$ cat config.mk
export PLATFORM = sky130hd
export DESIGN_NAME = poe_port_event_status_regs
export DESIGN_NICKNAME = d
export VERILOG_FILES = /design/src/poe_evt_pkg.sv /design/src/voltage_refresh.sv /design/src/poe_port_event_status_regs.sv
export VERILOG_INCLUDE_DIRS = /design/src
export SDC_FILE = /design/constraint.sdc
export NUM_CORES = 1
export LEC_CHECK = 0
export BUFFER_PORTS_ARGS = -buffer_cell sky130_fd_sc_hd__buf_2
export CORE_ASPECT_RATIO = 0.7
export CORE_MARGIN = 1.5
export CORE_UTILIZATION = 45
export DETAILED_ROUTE_END_ITERATION = 8
export GPL_TIMING_DRIVEN = 0
export MAX_ROUTING_LAYER = met4
export PLACE_DENSITY = 0.74
export SETUP_SLACK_MARGIN = 0.5
export SLEW_MARGIN = 0
export SYNTH_ARGS = -nofsm -noshare
export SYNTH_HDL_FRONTEND = slang
export SYNTH_SLANG_ARGS = --single-unit
$ cat constraint.sdc
create_clock -name clk_sys -period 4.7 [get_ports clk_sys]
set_input_delay 0.705 -clock clk_sys [delete_from_list [all_inputs] [get_ports clk_sys]]
set_output_delay 0.705 -clock clk_sys [all_outputs]
set_load 0.01 [all_outputs]
$ cat src/poe_evt_defs.svh
// constants for the port voltage and fault event register slice
`ifndef POE_EVT_DEFS_SVH
`define POE_EVT_DEFS_SVH

// register offsets
`define POE_OFF_VOLT_LOW 8'h02
`define POE_OFF_VOLT_HIGH 8'h03
`define POE_OFF_FAULT 8'h04

// voltage low register field: code bits up to this one live in the low byte
`define POE_VL_MSB 7

// voltage high register fields
`define POE_VH_DATA_MSB 1
`define POE_VH_VALID 2
`define POE_VH_UNDERLOAD 3
`define POE_VH_OVERTEMP 4
`define POE_VH_OVERLOAD 5
`define POE_VH_SHORT 6

// fault event register fields
`define POE_FE_LIMIT 0
`define POE_FE_REPEAT_OVL 1
`define POE_FE_DIS_FALL 2
`define POE_FE_INRUSH 3
`define POE_FE_SU_SHORT 4
`define POE_FE_RSVD 5
`define POE_FE_OVERTEMP 6

// voltage code: 10 bits, 58.6 mV per step (kept as tenths of a millivolt)
`define POE_VCODE_BITS 10
`define POE_VLSB_TENTH_MV 586

// refresh period and clock rate
`define POE_REFRESH_US 1000
`define POE_CLK_MHZ 20
`define POE_REFRESH_CYCLES (`POE_REFRESH_US * `POE_CLK_MHZ)

// reset and unmapped read values
`define POE_BYTE_ZERO 8'h00
`define POE_VCODE_ZERO 10'h000

`endif

$ cat src/poe_evt_pkg.sv
// types shared by the port event status register slice
package poe_evt_pkg;

  // event and condition inputs from the port state machines
  typedef struct packed {
    logic underload_evt;
    logic overload_evt;
    logic short_evt;
    logic limit_timeout_evt;
    logic repeated_overload_evt;
    logic inrush_fault_evt;
    logic startup_short_evt;
    logic overtemp_live;
    logic af_mode;
    logic disable_pin;
  } port_evt_t;

  // register access request from the serial host engine
  typedef struct packed {
    logic [7:0] addr;
    logic wr;
    logic rd;
    logic [7:0] wdata;
  } reg_req_t;

endpackage

$ cat src/voltage_refresh.sv
// periodic capture of the port voltage code
`timescale 1ns/100ps
`include "poe_evt_defs.svh"

module voltage_refresh
  import poe_evt_pkg::*;
#(
  parameter int REFRESH_CYCLES = `POE_REFRESH_CYCLES,
  parameter int CODE_BITS = `POE_VCODE_BITS
)
(
  input logic clk_sys,
  input logic rst,
  input logic [CODE_BITS-1:0] adc_code,
  output logic [CODE_BITS-1:0] sample,
  output logic sample_new
);

  localparam int CNT_W = $clog2(REFRESH_CYCLES);

  logic [CNT_W-1:0] cnt_reg;
  logic [CNT_W-1:0] cnt_next;
  logic [CODE_BITS-1:0] sample_reg;
  logic [CODE_BITS-1:0] sample_next;
  logic new_reg;
  logic new_next;

  ////////////////////////////////////////////////////////////////////////////
  // one tick per refresh period takes a fresh code
  always_comb
  begin
    cnt_next = cnt_reg + CNT_W'(1);
    sample_next = sample_reg;
    new_next = 1'b0;
    if (cnt_reg == CNT_W'(REFRESH_CYCLES - 1))
    begin
      cnt_next = '0;
      sample_next = adc_code;
      new_next = 1'b1;
    end
  end

  always_ff @(posedge clk_sys)
  begin
    if (rst)
    begin
      cnt_reg <= '0;
      sample_reg <= '0;
      new_reg <= 1'b0;
    end
    else
    begin
      cnt_reg <= cnt_next;
      sample_reg <= sample_next;
      new_reg <= new_next;
    end
  end

  assign sample = sample_reg;
  assign sample_new = new_reg; // one-cycle pulse
endmodule

$ cat src/poe_port_event_status_regs.sv
// port voltage and latched fault event registers of a single power port
//
// What this block does
// - voltage high bits 1:0 hold code MSBs
// - voltage sample refreshed every millisecond
// - one code step equals 58.6 mV
// - valid bit set on sample, read clears
// - underload, overload, short latch until host clear
// - live overtemp bit, no latch
// - af modes: limit timeout sets overload
// - fault bit 0 latches limit timeout
// - fault bit 1 latches repeated overload
// - fault bit 2 latches disable pin fall
// - fault bit 3 latches inrush fault
// - fault bit 4 latches startup short
// - fault bit 6 latched overtemp, host clears
// - low register holds code bits 7:0
`timescale 1ns/100ps
`include "poe_evt_defs.svh"

module poe_port_event_status_regs
  import poe_evt_pkg::*;
#(
  parameter int REFRESH_CYCLES = `POE_REFRESH_CYCLES
)
(
  input logic clk_sys,
  input logic rst,
  input reg_req_t req,
  output logic [7:0] rdata,
  input logic [`POE_VCODE_BITS-1:0] adc_code,
  input port_evt_t evt
);

  logic [`POE_VCODE_BITS-1:0] sample;
  logic sample_new;

  // latched flags with write-zero clear; set beats a clear in the same cycle
  function automatic logic flag_next(input logic cur, input logic set_evt,
                                     input logic wr_hit, input logic wbit);
    logic keep;
    keep = cur & ~(wr_hit & ~wbit);
    return keep | set_evt;
  endfunction

  // address decode shared by every strobe qualifier
  function automatic logic addr_hit(input logic strobe, input logic [7:0] addr,
                                    input logic [7:0] offset);
    return strobe && (addr == offset);
  endfunction

  ////////////////////////////////////////////////////////////////////////////
  // sample timing

  voltage_refresh #(
    .REFRESH_CYCLES(REFRESH_CYCLES),
    .CODE_BITS(`POE_VCODE_BITS)
  ) u_refresh (
    .clk_sys(clk_sys),
    .rst(rst),
    .adc_code(adc_code),
    .sample(sample),
    .sample_new(sample_new)
  );

  ////////////////////////////////////////////////////////////////////////////
  // state

  // next-value and registered copies of every flag
  logic [1:0] msb_hold_reg;
  logic [1:0] msb_hold_next;
  logic valid_reg;
  logic valid_next;
  logic underload_flag_reg;
  logic underload_flag_next;
  logic overload_flag_reg;
  logic overload_flag_next;
  logic short_circuit_flag_reg;
  logic short_circuit_flag_next;
  logic [6:0] fault_reg;
  logic [6:0] fault_next;
  logic dis_pin_reg;
  logic dis_pin_next;
  logic [7:0] rdata_reg;
  logic [7:0] rdata_next;

  // decoded strobes and read views
  logic hit_low_rd;
  logic hit_high_rd;
  logic hit_high_wr;
  logic hit_fault_wr;
  logic dis_fall;
  logic af_limit;
  logic [7:0] voltage_high_reg;
  logic [7:0] voltage_low_reg;
  logic [7:0] limit_and_startup_fault_events;

  // strobe qualifiers; a read and a write in one cycle both act
  assign hit_low_rd = addr_hit(req.rd, req.addr, `POE_OFF_VOLT_LOW);
  assign hit_high_rd = addr_hit(req.rd, req.addr, `POE_OFF_VOLT_HIGH);
  assign hit_high_wr = addr_hit(req.wr, req.addr, `POE_OFF_VOLT_HIGH);
  assign hit_fault_wr = addr_hit(req.wr, req.addr, `POE_OFF_FAULT);
  assign dis_fall = dis_pin_reg & ~evt.disable_pin;
  assign af_limit = evt.af_mode & evt.limit_timeout_evt;

  ////////////////////////////////////////////////////////////////////////////
  // read views
  always_comb
  begin
    // low byte straight from the current sample
    voltage_low_reg = sample[`POE_VL_MSB:0];
    // bits 7 and unused stay zero
    voltage_high_reg = `POE_BYTE_ZERO;
    // msbs frozen when the low byte was read
    voltage_high_reg[`POE_VH_DATA_MSB:0] = msb_hold_reg;
    voltage_high_reg[`POE_VH_VALID] = valid_reg;
    voltage_high_reg[`POE_VH_UNDERLOAD] = underload_flag_reg;
    voltage_high_reg[`POE_VH_OVERTEMP] = evt.overtemp_live;
    voltage_high_reg[`POE_VH_OVERLOAD] = overload_flag_reg;
    voltage_high_reg[`POE_VH_SHORT] = short_circuit_flag_reg;
    // bits 5 and 7 of the fault register read zero
    limit_and_startup_fault_events = {1'b0, fault_reg};
    limit_and_startup_fault_events[`POE_FE_RSVD] = 1'b0;
  end

  ////////////////////////////////////////////////////////////////////////////
  // next state
  always_comb
  begin
    msb_hold_next = msb_hold_reg;
    // low read snapshots the msbs so both halves match one sample
    if (hit_low_rd)
      msb_hold_next = sample[`POE_VCODE_BITS-1:`POE_VL_MSB+1];

    // new sample sets, read of high byte clears, set wins
    valid_next = sample_new | (valid_reg & ~hit_high_rd);

    underload_flag_next = flag_next(underload_flag_reg, evt.underload_evt,
                                    hit_high_wr, req.wdata[`POE_VH_UNDERLOAD]);
    // af limit timeout also marks overload
    overload_flag_next = flag_next(overload_flag_reg, evt.overload_evt | af_limit,
                                   hit_high_wr, req.wdata[`POE_VH_OVERLOAD]);
    short_circuit_flag_next = flag_next(short_circuit_flag_reg, evt.short_evt,
                                        hit_high_wr, req.wdata[`POE_VH_SHORT]);

    // write-zero clear on the fault register
    fault_next = fault_reg;
    fault_next[`POE_FE_LIMIT] = flag_next(fault_reg[`POE_FE_LIMIT], evt.limit_timeout_evt,
                                          hit_fault_wr, req.wdata[`POE_FE_LIMIT]);
    fault_next[`POE_FE_REPEAT_OVL] = flag_next(fault_reg[`POE_FE_REPEAT_OVL],
      evt.repeated_overload_evt, hit_fault_wr, req.wdata[`POE_FE_REPEAT_OVL]);
    fault_next[`POE_FE_DIS_FALL] = flag_next(fault_reg[`POE_FE_DIS_FALL], dis_fall,
                                             hit_fault_wr, req.wdata[`POE_FE_DIS_FALL]);
    fault_next[`POE_FE_INRUSH] = flag_next(fault_reg[`POE_FE_INRUSH], evt.inrush_fault_evt,
                                           hit_fault_wr, req.wdata[`POE_FE_INRUSH]);
    fault_next[`POE_FE_SU_SHORT] = flag_next(fault_reg[`POE_FE_SU_SHORT],
      evt.startup_short_evt, hit_fault_wr, req.wdata[`POE_FE_SU_SHORT]);
    // latched overtemp, also set by af limit timeout
    fault_next[`POE_FE_OVERTEMP] = flag_next(fault_reg[`POE_FE_OVERTEMP],
      evt.overtemp_live | af_limit, hit_fault_wr, req.wdata[`POE_FE_OVERTEMP]);
    fault_next[`POE_FE_RSVD] = 1'b0;

    // pin history feeds the fall detector one cycle later
    dis_pin_next = evt.disable_pin;

    // registered read data; unmapped offsets answer zero
    rdata_next = rdata_reg;
    if (req.rd)
    begin
      unique case (req.addr)
        `POE_OFF_VOLT_LOW: rdata_next = voltage_low_reg;
        `POE_OFF_VOLT_HIGH: rdata_next = voltage_high_reg;
        `POE_OFF_FAULT: rdata_next = limit_and_startup_fault_events;
        default: rdata_next = `POE_BYTE_ZERO;
      endcase
    end
  end

  ////////////////////////////////////////////////////////////////////////////
  // registers; the disable pin history resets low so reset never fakes a fall
  // limitation: a pin fall that straddles reset release is not flagged
  always_ff @(posedge clk_sys)
  begin
    if (rst)
    begin
      msb_hold_reg <= '0;
      valid_reg <= 1'b0;
      underload_flag_reg <= 1'b0;
      overload_flag_reg <= 1'b0;
      short_circuit_flag_reg <= 1'b0;
      fault_reg <= '0;
      dis_pin_reg <= 1'b0;
      rdata_reg <= `POE_BYTE_ZERO;
    end
    else
    begin
      msb_hold_reg <= msb_hold_next;
      valid_reg <= valid_next;
      underload_flag_reg <= underload_flag_next;
      overload_flag_reg <= overload_flag_next;
      short_circuit_flag_reg <= short_circuit_flag_next;
      fault_reg <= fault_next;
      dis_pin_reg <= dis_pin_next;
      rdata_reg <= rdata_next;
    end
  end

  // code scale is fixed by the converter, one step per 58.6 mV
  assign rdata = rdata_reg;
endmodule

==> After elaboration in Yosys (flattened, before gate mapping) <==
Index checks and enable logic that the tools add are counted.
{ "op_classes": {"n_addsub": 1, "eq_ne": 4, "mux": 2, "bitwise_logic": 51, "n_reduce_logical": 5} }
{ "ops": {"columns": ["op", "n"], "rows": [
  ["case mux 8 bit (3 select lines)", 1],
  ["AND 1 bit", 21],
  ["NOT 1 bit", 18],
  ["equality test 8 x 2 -> 1 bit (second input constant)", 2],
  ["adder 15 x 1 -> 15 bit (second input constant)", 1],
  ["equality test 15 bit (second input constant)", 1],
  ["bitwise OR 1 bit", 12],
  ["equality test 8 x 3 -> 1 bit (second input constant)", 1],
  ["logical AND 1 bit", 4],
  ["OR reduction 2 bit", 1],
  ["two-way mux 1 bit", 1]
]} }
{ "word_totals": {"register_bits": 47, "wordCells": 74} }

==> Logic depth before layout (Yosys ltp) <==
Gate-level depths: netlist (run 1).
{ "depth": {"depth_word": 6, "ltp_mapped": 6} }

==> Cells and area by module <==
From an unflattened synthesis (run 1), not the netlist that was laid out.
{ "unflattened": {"hier_cells": 218, "area_unflattened_um2": 2094.5} }
{ "modules_own_cells": {"columns": ["mod", "n_inst", "cells_per_inst", "area_each_um2"], "rows": [
  ["voltage_refresh", 1, 107, 1063.5],
  ["poe_port_event_status_regs", 1, 111, 1031.0]
]} }

==> Worst setup path after synthesis (run 1) <==
Ideal clock, no wire load.
{ "synth_timing": {"kind": "input-to-reg", "from": "input req[15] (netlist bit)", "to": "register valid_reg", "arrival_ps": 1636, "slack_ps": 2924, "stages": 5, "path_cell_list": "nor4_2 > and2_1 > buf_4 > and3_2 > a311oi_1"} }
{ "synth_via": {"elab_chain_len": 5} }
{ "synth_lines": {"columns": ["element", "line_no", "rtl"], "rows": [
  ["start: declaration", "poe_port_event_status_regs.sv:29", "input reg_req_t req,"],
  ["equality test 8 x 2 -> 1 bit", "poe_port_event_status_regs.sv:49", "return strobe && (addr == offset);"],
  ["logical AND 1 bit", "poe_port_event_status_regs.sv:49", null],
  ["NOT 1 bit", "poe_port_event_status_regs.sv:136", "valid_next = sample_new | (valid_reg & ~hit_high_rd);"],
  ["AND 1 bit", "poe_port_event_status_regs.sv:136", null],
  ["bitwise OR 1 bit", "poe_port_event_status_regs.sv:136", null],
  ["end signal: assignment", "poe_port_event_status_regs.sv:198", "valid_reg <= valid_next;"],
  ["end: declaration", "poe_port_event_status_regs.sv:72", "logic valid_reg;"]
]} }
Every way passes these cells.
A chain may end at the register's enable or synchronous reset.

==> Worst setup path after layout (run 1) <==
{ "layout_timing": {"from": "input req[10] (netlist bit)", "to": "register fault_reg[0]"} }
{ "layout_via": {"elab_chain_len": 6} }
{ "layout_lines": {"columns": ["element", "line_no", "rtl"], "rows": [
  ["equality test 8 x 3 -> 1 bit", "poe_port_event_status_regs.sv:49", null],
  ["logical AND 1 bit", "poe_port_event_status_regs.sv:49", null],
  ["AND 1 bit", "poe_port_event_status_regs.sv:42", "keep = cur & ~(wr_hit & ~wbit);"],
  ["NOT 1 bit", "poe_port_event_status_regs.sv:42", null],
  ["AND 1 bit", "poe_port_event_status_regs.sv:42", null],
  ["bitwise OR 1 bit", "poe_port_event_status_regs.sv:43", "return keep | set_evt;"],
  ["end signal: assignment", "poe_port_event_status_regs.sv:202", "fault_reg <= fault_next;"],
  ["end: declaration", "poe_port_event_status_regs.sv:80", "logic [6:0] fault_reg;"]
]} }
Every way passes these cells.

==> flow_metrics.env, run 1 <==
export IMPL_antenna_left=0
export IMPL_worstSetupPathType="input pin to register"
export IMPL_crit_fanout=10
export IMPL_leakage_nw=0.960
export IMPL_pwr_share_comb_pct=8.0
export IMPL_antenna_cells=0
export IMPL_status="complete, no violations"
export IMPL_synth_top_family_by_area="simple AND/OR/NAND/NOR gates"
export IMPL_critPathArrivalTime_ns=1.89
export IMPL_postLayoutCoreUtil_pct=55.7
export IMPL_cts_buffers=5
export IMPL_rrSetupSlack_ns=3.01
export IMPL_chipWidth_microns=83.7
export IMPL_p_switching_w=0.000166
export IMPL_fmax_mhz=578
export IMPL_intPower_w=0.000536
export IMPL_reg2reg_from="u_refresh.cnt_reg[0]"
export IMPL_areaGrowthSynthToFinish_pct=18.3
export IMPL_place_congestion=0.915
export IMPL_drive_above_1_share_pct=24.5
export IMPL_timing_final_crit_share_pct=36.8
export IMPL_synth_area_mux_share_pct=4.46
export IMPL_largest_reg_flops=15
export IMPL_start_kind="input pin"
export IMPL_synth_top_area_share_pct=45.9
export IMPL_syn_avg_cell_area_sq_um=9.44
export IMPL_hold_class="register to register"
export IMPL_syn_inst=217
export IMPL_synth_compound_area_share_pct=13.7
export IMPL_num_rows=20
export IMPL_r2r_end="u_refresh.cnt_reg[9]"
export IMPL_drv_cap=0
export IMPL_crit_start="req[10]"
export IMPL_synth_adder_area_share_pct=0.611
export IMPL_ys_warn_count=0
export IMPL_powerDensity_nw_per_um2=290
export IMPL_first_pass_iters=4
export IMPL_die_area_sq_um=4970
export IMPL_synth_largest_area_cell="dfxtp_1"
export IMPL_grt_pass1_vias=1594
export IMPL_tightestPinTransition_ns=0.519
export IMPL_dieHeight_microns=59.5
export IMPL_cts_resized=0
export IMPL_setup_viol=0
export IMPL_ys_ff_latch=47
export IMPL_syn_nets=258
export IMPL_coreArea_sq_um=4350
export IMPL_yosysSeqAreaShare_pct=45.9
export IMPL_grt_max_degree=15
export IMPL_seq_power_share_pct=58.6
export IMPL_track_usage_pct=19.4
export IMPL_wl_microns=4520
export IMPL_worstHoldStart="dis_pin_reg"
export IMPL_cts_root_buf="clkbuf_8"
export IMPL_drc=0
export IMPL_grt_antenna_before_repair=0
export IMPL_wl_per_cell_microns=13.9
export IMPL_worstPathCellList="buf_2, nor3b_4, nand4_1, o21ai_0, a21oi_1"
export IMPL_grt_pass1_wl_microns=7400
export IMPL_hold_buffers=0
export IMPL_netlist_area_sq_um=2050
export IMPL_vias=1751
export IMPL_swShare_pct=23.6
export IMPL_netlist_top_cells_area="dfxtp_1, a22o_1, nor2_1"
export IMPL_clkPwrFrac_pct=33.4
export IMPL_dp_hpwl_microns=3390
export IMPL_cts_max_path_buffers=2
export IMPL_finalNetCount=309
export IMPL_drt_initial_drc_count=130
export IMPL_worstHoldPathCells=2
export IMPL_cp_data_required_time_ns=4.86
export IMPL_numPortBuffers=44
export IMPL_via_per_inst=5.40
export IMPL_clkLatencyLatePin_ns=0.29
export IMPL_ir_worst_vdd_mv=0.210
export IMPL_clk_pin_slew_worst_paths_ns=0.08
export IMPL_yosys_area_share_simple_pct=25.9
export IMPL_ys_types=38
export IMPL_synth_xor_area_share_pct=5.56
export IMPL_post_cts_buffers=0
export IMPL_cts_sink_count=47
export IMPL_start_util_pct=47.1
export IMPL_reg2regPathDepth=6
export IMPL_min_to="fault_reg[2]"
export IMPL_crit_path_max_incr_delay_ns=0.42
export IMPL_period_needed_ns=1.73
export IMPL_relSlewSlack_pct=65.4
export IMPL_rsz0062_at_grt="no"
export IMPL_cts_tree="done"
export IMPL_ios=48
export IMPL_h_tree_depth=2
export IMPL_skew_ns=0.0128
export IMPL_tns_ns=0
export IMPL_hold_violations=0
export IMPL_globalRouteOverflowTotal=0
export IMPL_crit_path_end_kind="register"
export IMPL_finalMaxSlewViolations=0
export IMPL_critPathSlowestCell="nor3b_4"
[critical path: cells and delay by family]
| kind | cells | cell delay [ns] |
|---|---|---|
| AO/OA/AOI/OAI | 2 | 0.30 |
| buffers and inverters | 1 | 0.20 |
| AND/OR/NAND/NOR | 2 | 0.68 |
[placed cells by master (no fill, tap or decap), types with 2 or more instances in the layout]
| cell | n |
|---|---|
| a211oi_1 | 2 |
| a21oi_1 | 15 |
| a22o_1 | 10 |
| a311oi_1 | 3 |
| and2_1 | 2 |
| buf_2 | 49 |
| clkbuf_1 | 4 |
| clkbuf_8 | 5 |
| dfxtp_1 | 47 |
| inv_1 | 6 |
| mux2i_1 | 8 |
| nand2_1 | 5 |
| nand2b_1 | 11 |
| nand3_1 | 12 |
| nand4_1 | 10 |
| nor2_1 | 23 |
| nor2b_1 | 5 |
| nor3_1 | 2 |
| nor3b_1 | 3 |
| nor4_1 | 5 |
| nor4_2 | 2 |
| nor4b_1 | 2 |
| o21ai_0 | 4 |
| o2bb2ai_1 | 6 |
| xnor2_1 | 9 |
| xor2_1 | 4 |
[worst max-delay path by stage]
stage	to	slack (ns)	depth (start not counted)
detailed placement	valid_reg	2.67	6
finish	fault_reg[0]	2.97	5
global route	fault_reg[0]	2.82	5
global placement	valid_reg	2.68	6
CTS	valid_reg	2.99	6
floorplan	valid_reg	2.92	5
[layout make-up]
type | instances | area [sq um]
plain buffers | 10 | 55.1
clock buffers | 6 | 72.6
clock inverters | 2 | 12.5
fillers | 415 | 1930
inverters | 6 | 22.5
multi-input cells | 154 | 1030
flip-flops and latches | 47 | 941
well taps | 55 | 68.8
repair buffers | 44 | 220
[routing by layer]
layer	global-route usage [%]	vias to the layer above	routed length, microns
li1	-	879	-
met1	28.4	803	2300
met2	26.7	65	1790
met3	4.87	4	384
met4	4.22	0	44
met5	-	-	0
[cell usage after synthesis]
cell,instances
nor3b_4,1
o21ai_1,1
buf_2,5
and2_1,2
and4_1,1
buf_6,1
a22o_1,10
a21oi_1,15
and4_4,1
dfxtp_1,47
mux2_2,1
nand4_1,10
ha_1,1
nand2b_1,11
and3_2,1
nor4_1,5
inv_1,6
nand2_1,5
nor4_2,2
nor2b_1,5
nor2b_4,1
nor4b_1,2
o21ai_0,4
clkbuf_1,3
buf_4,1
and3_1,1
nor2_1,23
o2bb2ai_1,6
or2b_1,1
mux2i_1,8
a211oi_1,2
a311oi_1,3
nor3b_1,3
nor2_4,1
nor3_1,2
xor2_1,4
xnor2_1,9
nand3_1,12
[through the flow]
step	worst slack [ns]	instance area, sq um	cells	total power, W	hold slack [ns]
final	2.97	2420	324	0.000702	0.459
after global routing	2.82	2420	324	0.000736	0.489
after CTS	2.99	2420	324	0.000709	0.456
after detailed placement	2.67	2340	316	0.000476	0.443
after global placement	2.68	2340	316	0.000476	0.437
after floorplan	2.92	2050	217	0.000449	0.431
[kinds of logic (layout without fill, tap and decap cells)]
group	after synthesis	in the layout
AND/OR/NAND/NOR	90	90
flip-flops	47	47
XOR/XNOR	13	13
buffers and inverters	16	68
adder cells (fa/ha/maj)	1	1
AO/OA/AOI/OAI	41	41
multiplexers	9	9
[power groups by stage]
stage / registers, W / logic (W) / clock network [W]
2_1_floorplan: 0.000419 / 0.0000300 / 0
3_3_place_gp: 0.000421 / 0.0000551 / 0
3_5_place_dp: 0.000421 / 0.0000556 / 0
4_1_cts: 0.000411 / 0.0000559 / 0.000242
5_1_grt: 0.000413 / 0.0000623 / 0.000261
6_report: 0.000411 / 0.0000563 / 0.000234
(Power assumes the default switching activity.)
==> run 2, diff against run 1 <==
==> constraint.sdc (replaced) <==
create_clock -name clk_sys -period 1.7 [get_ports clk_sys]
set_input_delay 0.255 -clock clk_sys [delete_from_list [all_inputs] [get_ports clk_sys]]
set_output_delay 0.255 -clock clk_sys [all_outputs]
set_load 0.01 [all_outputs]
==> run 2 against run 1 <==
Register-to-register slack got worse by 2.7 ns. Worst setup slack lost 2.7 ns. First-iteration DRC count shrank 15%. Wire length is 17% higher. Largest cell class unchanged. Clock power increased to 4.2 times the previous value.
==> flow_metrics.env, run 2 (same netlist as run 1, synthesis figures left out) <==
export IMPL_cts_sink_count=47
export IMPL_largest_reg_flops=15
export IMPL_dp_hpwl_microns=3520
export IMPL_clkLatencyLatePin_ns=0.31
export IMPL_tightestPinTransition_ns=0.541
export IMPL_tns_ns=0
export IMPL_grt_busiest_layer="met2"
export IMPL_start_kind="register"
export IMPL_wl_per_cell_microns=15.7
export IMPL_cp_top_family="simple AND/OR/NAND/NOR gates"
export IMPL_place_congestion=0.926
export IMPL_dieHeight_microns=59.5
export IMPL_timing_final_crit_share_pct=84.7
export IMPL_leakage_nw=1.10
export IMPL_chipWidth_microns=83.7
export IMPL_start_util_pct=47.1
export IMPL_h_tree_depth=2
export IMPL_intPower_w=0.00181
export IMPL_reg2reg_from="u_refresh.cnt_reg[5]"
export IMPL_track_usage_pct=23.3
export IMPL_crit_path_max_incr_delay_ns=0.32
export IMPL_seq_power_share_pct=49.1
export IMPL_use_met3_pct=5.57
export IMPL_clkPwrFrac_pct=42.4
export IMPL_drc=0
export IMPL_hold_class="input pin to register"
export IMPL_total_power_w=0.00232
export IMPL_num_rows=20
export IMPL_worst_path_buf_inv=2
export IMPL_cp_data_required_time_ns=1.95
export IMPL_postLayoutCoreUtil_pct=63.3
export IMPL_worstSetupPathType="register to register"
export IMPL_via_per_inst=5.62
export IMPL_relSlewSlack_pct=63.9
export IMPL_die_area_sq_um=4970
export IMPL_setup_viol=0
export IMPL_worstHoldStart="adc_code[0]"
export IMPL_globalRouteOverflowTotal=0
export IMPL_cts_root_buf="clkbuf_8"
export IMPL_gr_usage_met1_pct=31.8
export IMPL_vias=1905
export IMPL_pwr_share_comb_pct=8.6
export IMPL_status="complete, no violations"
export IMPL_areaGrowthSynthToFinish_pct=34.6
export IMPL_period_needed_ns=1.44
export IMPL_grt_util_met2_pct=32.8
export IMPL_ios=48
export IMPL_grt_pass1_wl_microns=8600
export IMPL_drv_cap=0
export IMPL_crit_path_end_kind="register"
export IMPL_cts_buffers=5
export IMPL_coreArea_sq_um=4350
export IMPL_crit_fanout=8
export IMPL_worstPathCellList="buf_6, nor4b_2, nand4_1, buf_6, nor2_4, a22o_1"
export IMPL_cts_max_path_buffers=2
export IMPL_numPortBuffers=44
export IMPL_swShare_pct=22.0
export IMPL_cpMostUsedCell="buf_6"
export IMPL_wl_microns=5310
export IMPL_hold_violations=0
export IMPL_finalNetCount=324
export IMPL_grt_pass1_vias=1750
export IMPL_fmax_mhz=695
export IMPL_clk_pin_slew_worst_paths_ns=0.09
export IMPL_finalMaxSlewViolations=0
export IMPL_powerDensity_nw_per_um2=840
export IMPL_cts_tree="done"
export IMPL_first_pass_iters=4
export IMPL_grt_antenna_before_repair=0
export IMPL_grt_max_degree=16
export IMPL_critPathArrivalTime_ns=1.69
export IMPL_antenna_cells=0
export IMPL_rsz0062_at_grt="yes"
export IMPL_skew_ns=0.00821
export IMPL_ir_worst_vdd_mv=0.511
export IMPL_crit_start="u_refresh.cnt_reg[5]"
export IMPL_final_cell_mix="buf_2, dfxtp_1, nor2_1"
export IMPL_drive_above_1_share_pct=35.2
export IMPL_drt_initial_drc_count=110
export IMPL_critPathSlowestCell="dfxtp_1"
export IMPL_p_switching_w=0.000510
export IMPL_final_common_cell="buf_2"
export IMPL_antenna_left=0
run 2: area by class of cell:
cell class | instances | area, sq um
Buffer | 10 | 92.6
Timing Repair Buffer | 58 | 340
Sequential cell | 47 | 955
Clock buffer | 5 | 68.8
Tap cell | 55 | 68.8
Inverter | 6 | 22.5
Clock inverter | 3 | 67.6
Multi-Input combinational cell | 155 | 1140
Fill cell | 346 | 1600
run 2: timing repair:
action | in CTS | in global routing
resized for setup | 28 | 2
pin swaps | 10 | 4
setup endpoints to repair | 23 | 28
buffers inserted | 7 | 5
hold buffers | 0 | 0
gates cloned | 3 | 0
run 2: worst reg2reg max path: stages, from the launching register on:
cell and delay, ns:
dfxtp_1 0.32, buf_6 0.13, nor4b_2 0.30, nand4_1 0.16, buf_6 0.17, nor2_4 0.16
a22o_1 0.15
run 2: metal layers:
| metal | share of wire [%] | vias up |
|---|---|---|
| met5 | 0 | - |
| met4 | 2.8 | 0 |
| met3 | 8.4 | 15 |
| met2 | 42 | 83 |
| met1 | 47 | 887 |
| li1 | - | 920 |
run 2: power by group through the flow:
stage | clock network, W | registers (W) | logic (W)
finish | 0.000982 | 0.00114 | 0.000199
global route | 0.00104 | 0.00114 | 0.000217
CTS | 0.000991 | 0.00114 | 0.000193
detailed placement | 0 | 0.00117 | 0.000168
global placement | 0 | 0.00117 | 0.000163
floorplan | 0 | 0.00116 | 0.0000921
run 2: stage by stage:
stage	instances	instance area, sq um	setup slack, ns	hold slack (ns)
floorplan	217	2110	0.332	0.380
global placement	316	2400	0.205	0.437
detailed placement	316	2400	0.175	0.449
CTS	334	2710	0.286	0.143
global route	339	2760	0.192	0.136
finish	339	2760	0.260	0.149
run 2: path summary, 6_finish.rpt:
kind	slack [ns]	end	depth (start not counted)
max	0.26	u_refresh.sample[2]	6
min	0.15	u_refresh.sample[0]	2
max reg2reg	0.26	u_refresh.sample[2]	6
min reg2reg	0.46	fault_reg[2]	2
==> run 3, diff against run 2 <==
==> constraint.sdc (replaced) <==
create_clock -name clk_sys -period 1.4 [get_ports clk_sys]
set_input_delay 0.21 -clock clk_sys [delete_from_list [all_inputs] [get_ports clk_sys]]
set_output_delay 0.21 -clock clk_sys [all_outputs]
set_load 0.01 [all_outputs]
==> run 3 against run 2 <==
The run now ends with negative setup slack left. Register-to-register slack worse by 0.30 ns. Die area stayed put. Global-route usage is 1.1 points higher. Design area is 8.7% higher. Sequential power is 21% higher. Clock-buffer cell count is 1 higher. Wire length is 15% higher. Via count is 4.3% higher. Highest routed layer unchanged.
==> flow_metrics.env, run 3 (same netlist as run 1, synthesis figures left out) <==
export IMPL_period_needed_ns=1.44
export IMPL_timing_final_crit_share_pct=103
export IMPL_cts_tree="done"
export IMPL_worst_path_buf_inv=1
export IMPL_cts_buffers=5
export IMPL_cp_depth=5
export IMPL_grt_max_degree=15
export IMPL_coreArea_sq_um=4350
export IMPL_seq_power_share_pct=48.8
export IMPL_start_kind="register"
export IMPL_hold_slack_ns=0.111
export IMPL_critPathSlowestCell="dfxtp_2"
export IMPL_vias=1986
export IMPL_wl_microns=6110
export IMPL_tightestPinTransition_ns=0.646
export IMPL_setup_slack_ns=-0.0371
export IMPL_drc=0
export IMPL_final_cell_mix="buf_2, dfxtp_1, buf_6"
export IMPL_finalNetCount=327
export IMPL_track_usage_pct=24.4
export IMPL_dp_cells=316
export IMPL_worstSetupPathType="register to register"
export IMPL_dp_slack_ns=-0.0767
export IMPL_largest_reg_flops=15
export IMPL_ios=48
export IMPL_first_pass_iters=4
export IMPL_worstPathCellList="nor4_4, nand4_1, nor2b_4, buf_6, a22o_1"
export IMPL_reg2regPathDepth=5
export IMPL_crit_start="u_refresh.cnt_reg[8]"
export IMPL_via_per_inst=5.81
export IMPL_skew_ns=0.0142
export IMPL_dieHeight_microns=59.5
export IMPL_status="complete, but fails checks"
export IMPL_rrSetupSlack_ns=-0.04
export IMPL_antenna_cells=0
export IMPL_relSlewSlack_pct=56.9
export IMPL_cp_top_family="simple AND/OR/NAND/NOR gates"
export IMPL_start_util_pct=47.1
export IMPL_cp_data_required_time_ns=1.59
export IMPL_clkPwrFrac_pct=41.6
export IMPL_nFillCells=319
export IMPL_crit_path_max_incr_delay_ns=0.37
export IMPL_cts_sink_count=47
export IMPL_dp_hpwl_microns=3600
export IMPL_intPower_w=0.00221
export IMPL_grt_pass1_vias=1861
export IMPL_globalRouteOverflowTotal=0
export IMPL_drv_cap=0
export IMPL_ir_worst_vdd_mv=0.717
export IMPL_critPathArrivalTime_ns=1.63
export IMPL_multi_input_area_sq_um=1270
export IMPL_crit_path_end_kind="register"
export IMPL_r2r_end="u_refresh.sample[4]"
export IMPL_crit_fanout=6
export IMPL_drive_above_1_share_pct=46.0
export IMPL_reg2reg_from="u_refresh.cnt_reg[8]"
export IMPL_worstSetupEndpoint="u_refresh.sample[4]"
export IMPL_p_switching_w=0.000626
export IMPL_antenna_left=0
export IMPL_cts_root_buf="clkbuf_8"
export IMPL_numPortBuffers=44
export IMPL_worstHoldPathCells=2
export IMPL_swShare_pct=22.1
export IMPL_instances_no_fill=342
export IMPL_wl_per_cell_microns=17.9
export IMPL_grt_pass1_wl_microns=9110
export IMPL_fmax_mhz=696
export IMPL_hold_class="input pin to register"
export IMPL_powerDensity_nw_per_um2=946
export IMPL_finalMaxSlewViolations=0
export IMPL_hold_violations=0
export IMPL_clkLatencyLatePin_ns=0.31
export IMPL_num_rows=20
export IMPL_leakage_nw=1.13
export IMPL_cts_max_path_buffers=2
export IMPL_place_congestion=0.944
export IMPL_regArea_sq_um=965
export IMPL_areaGrowthSynthToFinish_pct=46.3
export IMPL_violations="negative setup slack"
export IMPL_rsz0062_at_grt="yes"
export IMPL_chipWidth_microns=83.7
export IMPL_setup_viol=9
export IMPL_h_tree_depth=2
export IMPL_total_power_w=0.00284
export IMPL_grt_antenna_before_repair=0
export IMPL_final_common_cell="buf_2"
export IMPL_drt_initial_drc_count=145
export IMPL_die_area_sq_um=4970
export IMPL_clk_pin_slew_worst_paths_ns=0.09
export IMPL_pwr_share_comb_pct=9.7
-- run 3: worst min-delay path by stage --
stage,start,to,slack (ns)
CTS,adc_code[8],u_refresh.sample[8],0.11
floorplan,adc_code[5],u_refresh.sample[5],0.34
global placement,adc_code[8],u_refresh.sample[8],0.42
detailed placement,adc_code[7],u_refresh.sample[7],0.42
global route,adc_code[5],u_refresh.sample[5],0.11
finish,adc_code[8],u_refresh.sample[8],0.11
-- run 3: area by class of cell --
type | instances | area share (%)
Sequential cell | 47 | 32.2
Timing Repair Buffer | 61 | 15.0
Multi-Input combinational cell | 155 | 42.2
Buffer | 10 | 3.13
Tap cell | 55 | 2.30
Inverter | 6 | 0.751
Clock inverter | 2 | 2.00
Clock buffer | 6 | 2.42
-- run 3: power by group through the flow --
stage	combinational, W	clock [W]	sequential (W)
floorplan	0.000112	0	0.00141
global placement	0.000199	0	0.00142
detailed placement	0.000203	0	0.00142
CTS	0.000253	0.00118	0.00138
global route	0.000291	0.00124	0.00139
finish	0.000274	0.00118	0.00138
-- run 3: metrics by stage --
step,util (%),TNS (ns),instance area [sq um]
global route,68.9,-2.13,3000
CTS,65.9,-0.118,2870
floorplan,-,0,2110
global placement,55.1,-0.861,2400
detailed placement,55.1,-0.959,2400
finish,68.9,-0.219,3000
-- run 3: metal layers --
layer | share of wire [%] | track usage, % | up-vias
met5 | 0 | - | -
met4 | 3.0 | 7.03 | 0
met3 | 6.9 | 5.15 | 17
met2 | 45 | 37.9 | 79
met1 | 45 | 32.6 | 967
li1 | - | - | 923
-- run 3: repair_timing --
item	in CTS	in global routing
pin swaps	19	11
cloned	3	0
hold buffers	0	0
setup endpoints to repair	52	54
endpoints found under the hold margin	0	0
buffers inserted	12	3
gates resized for setup	54	23
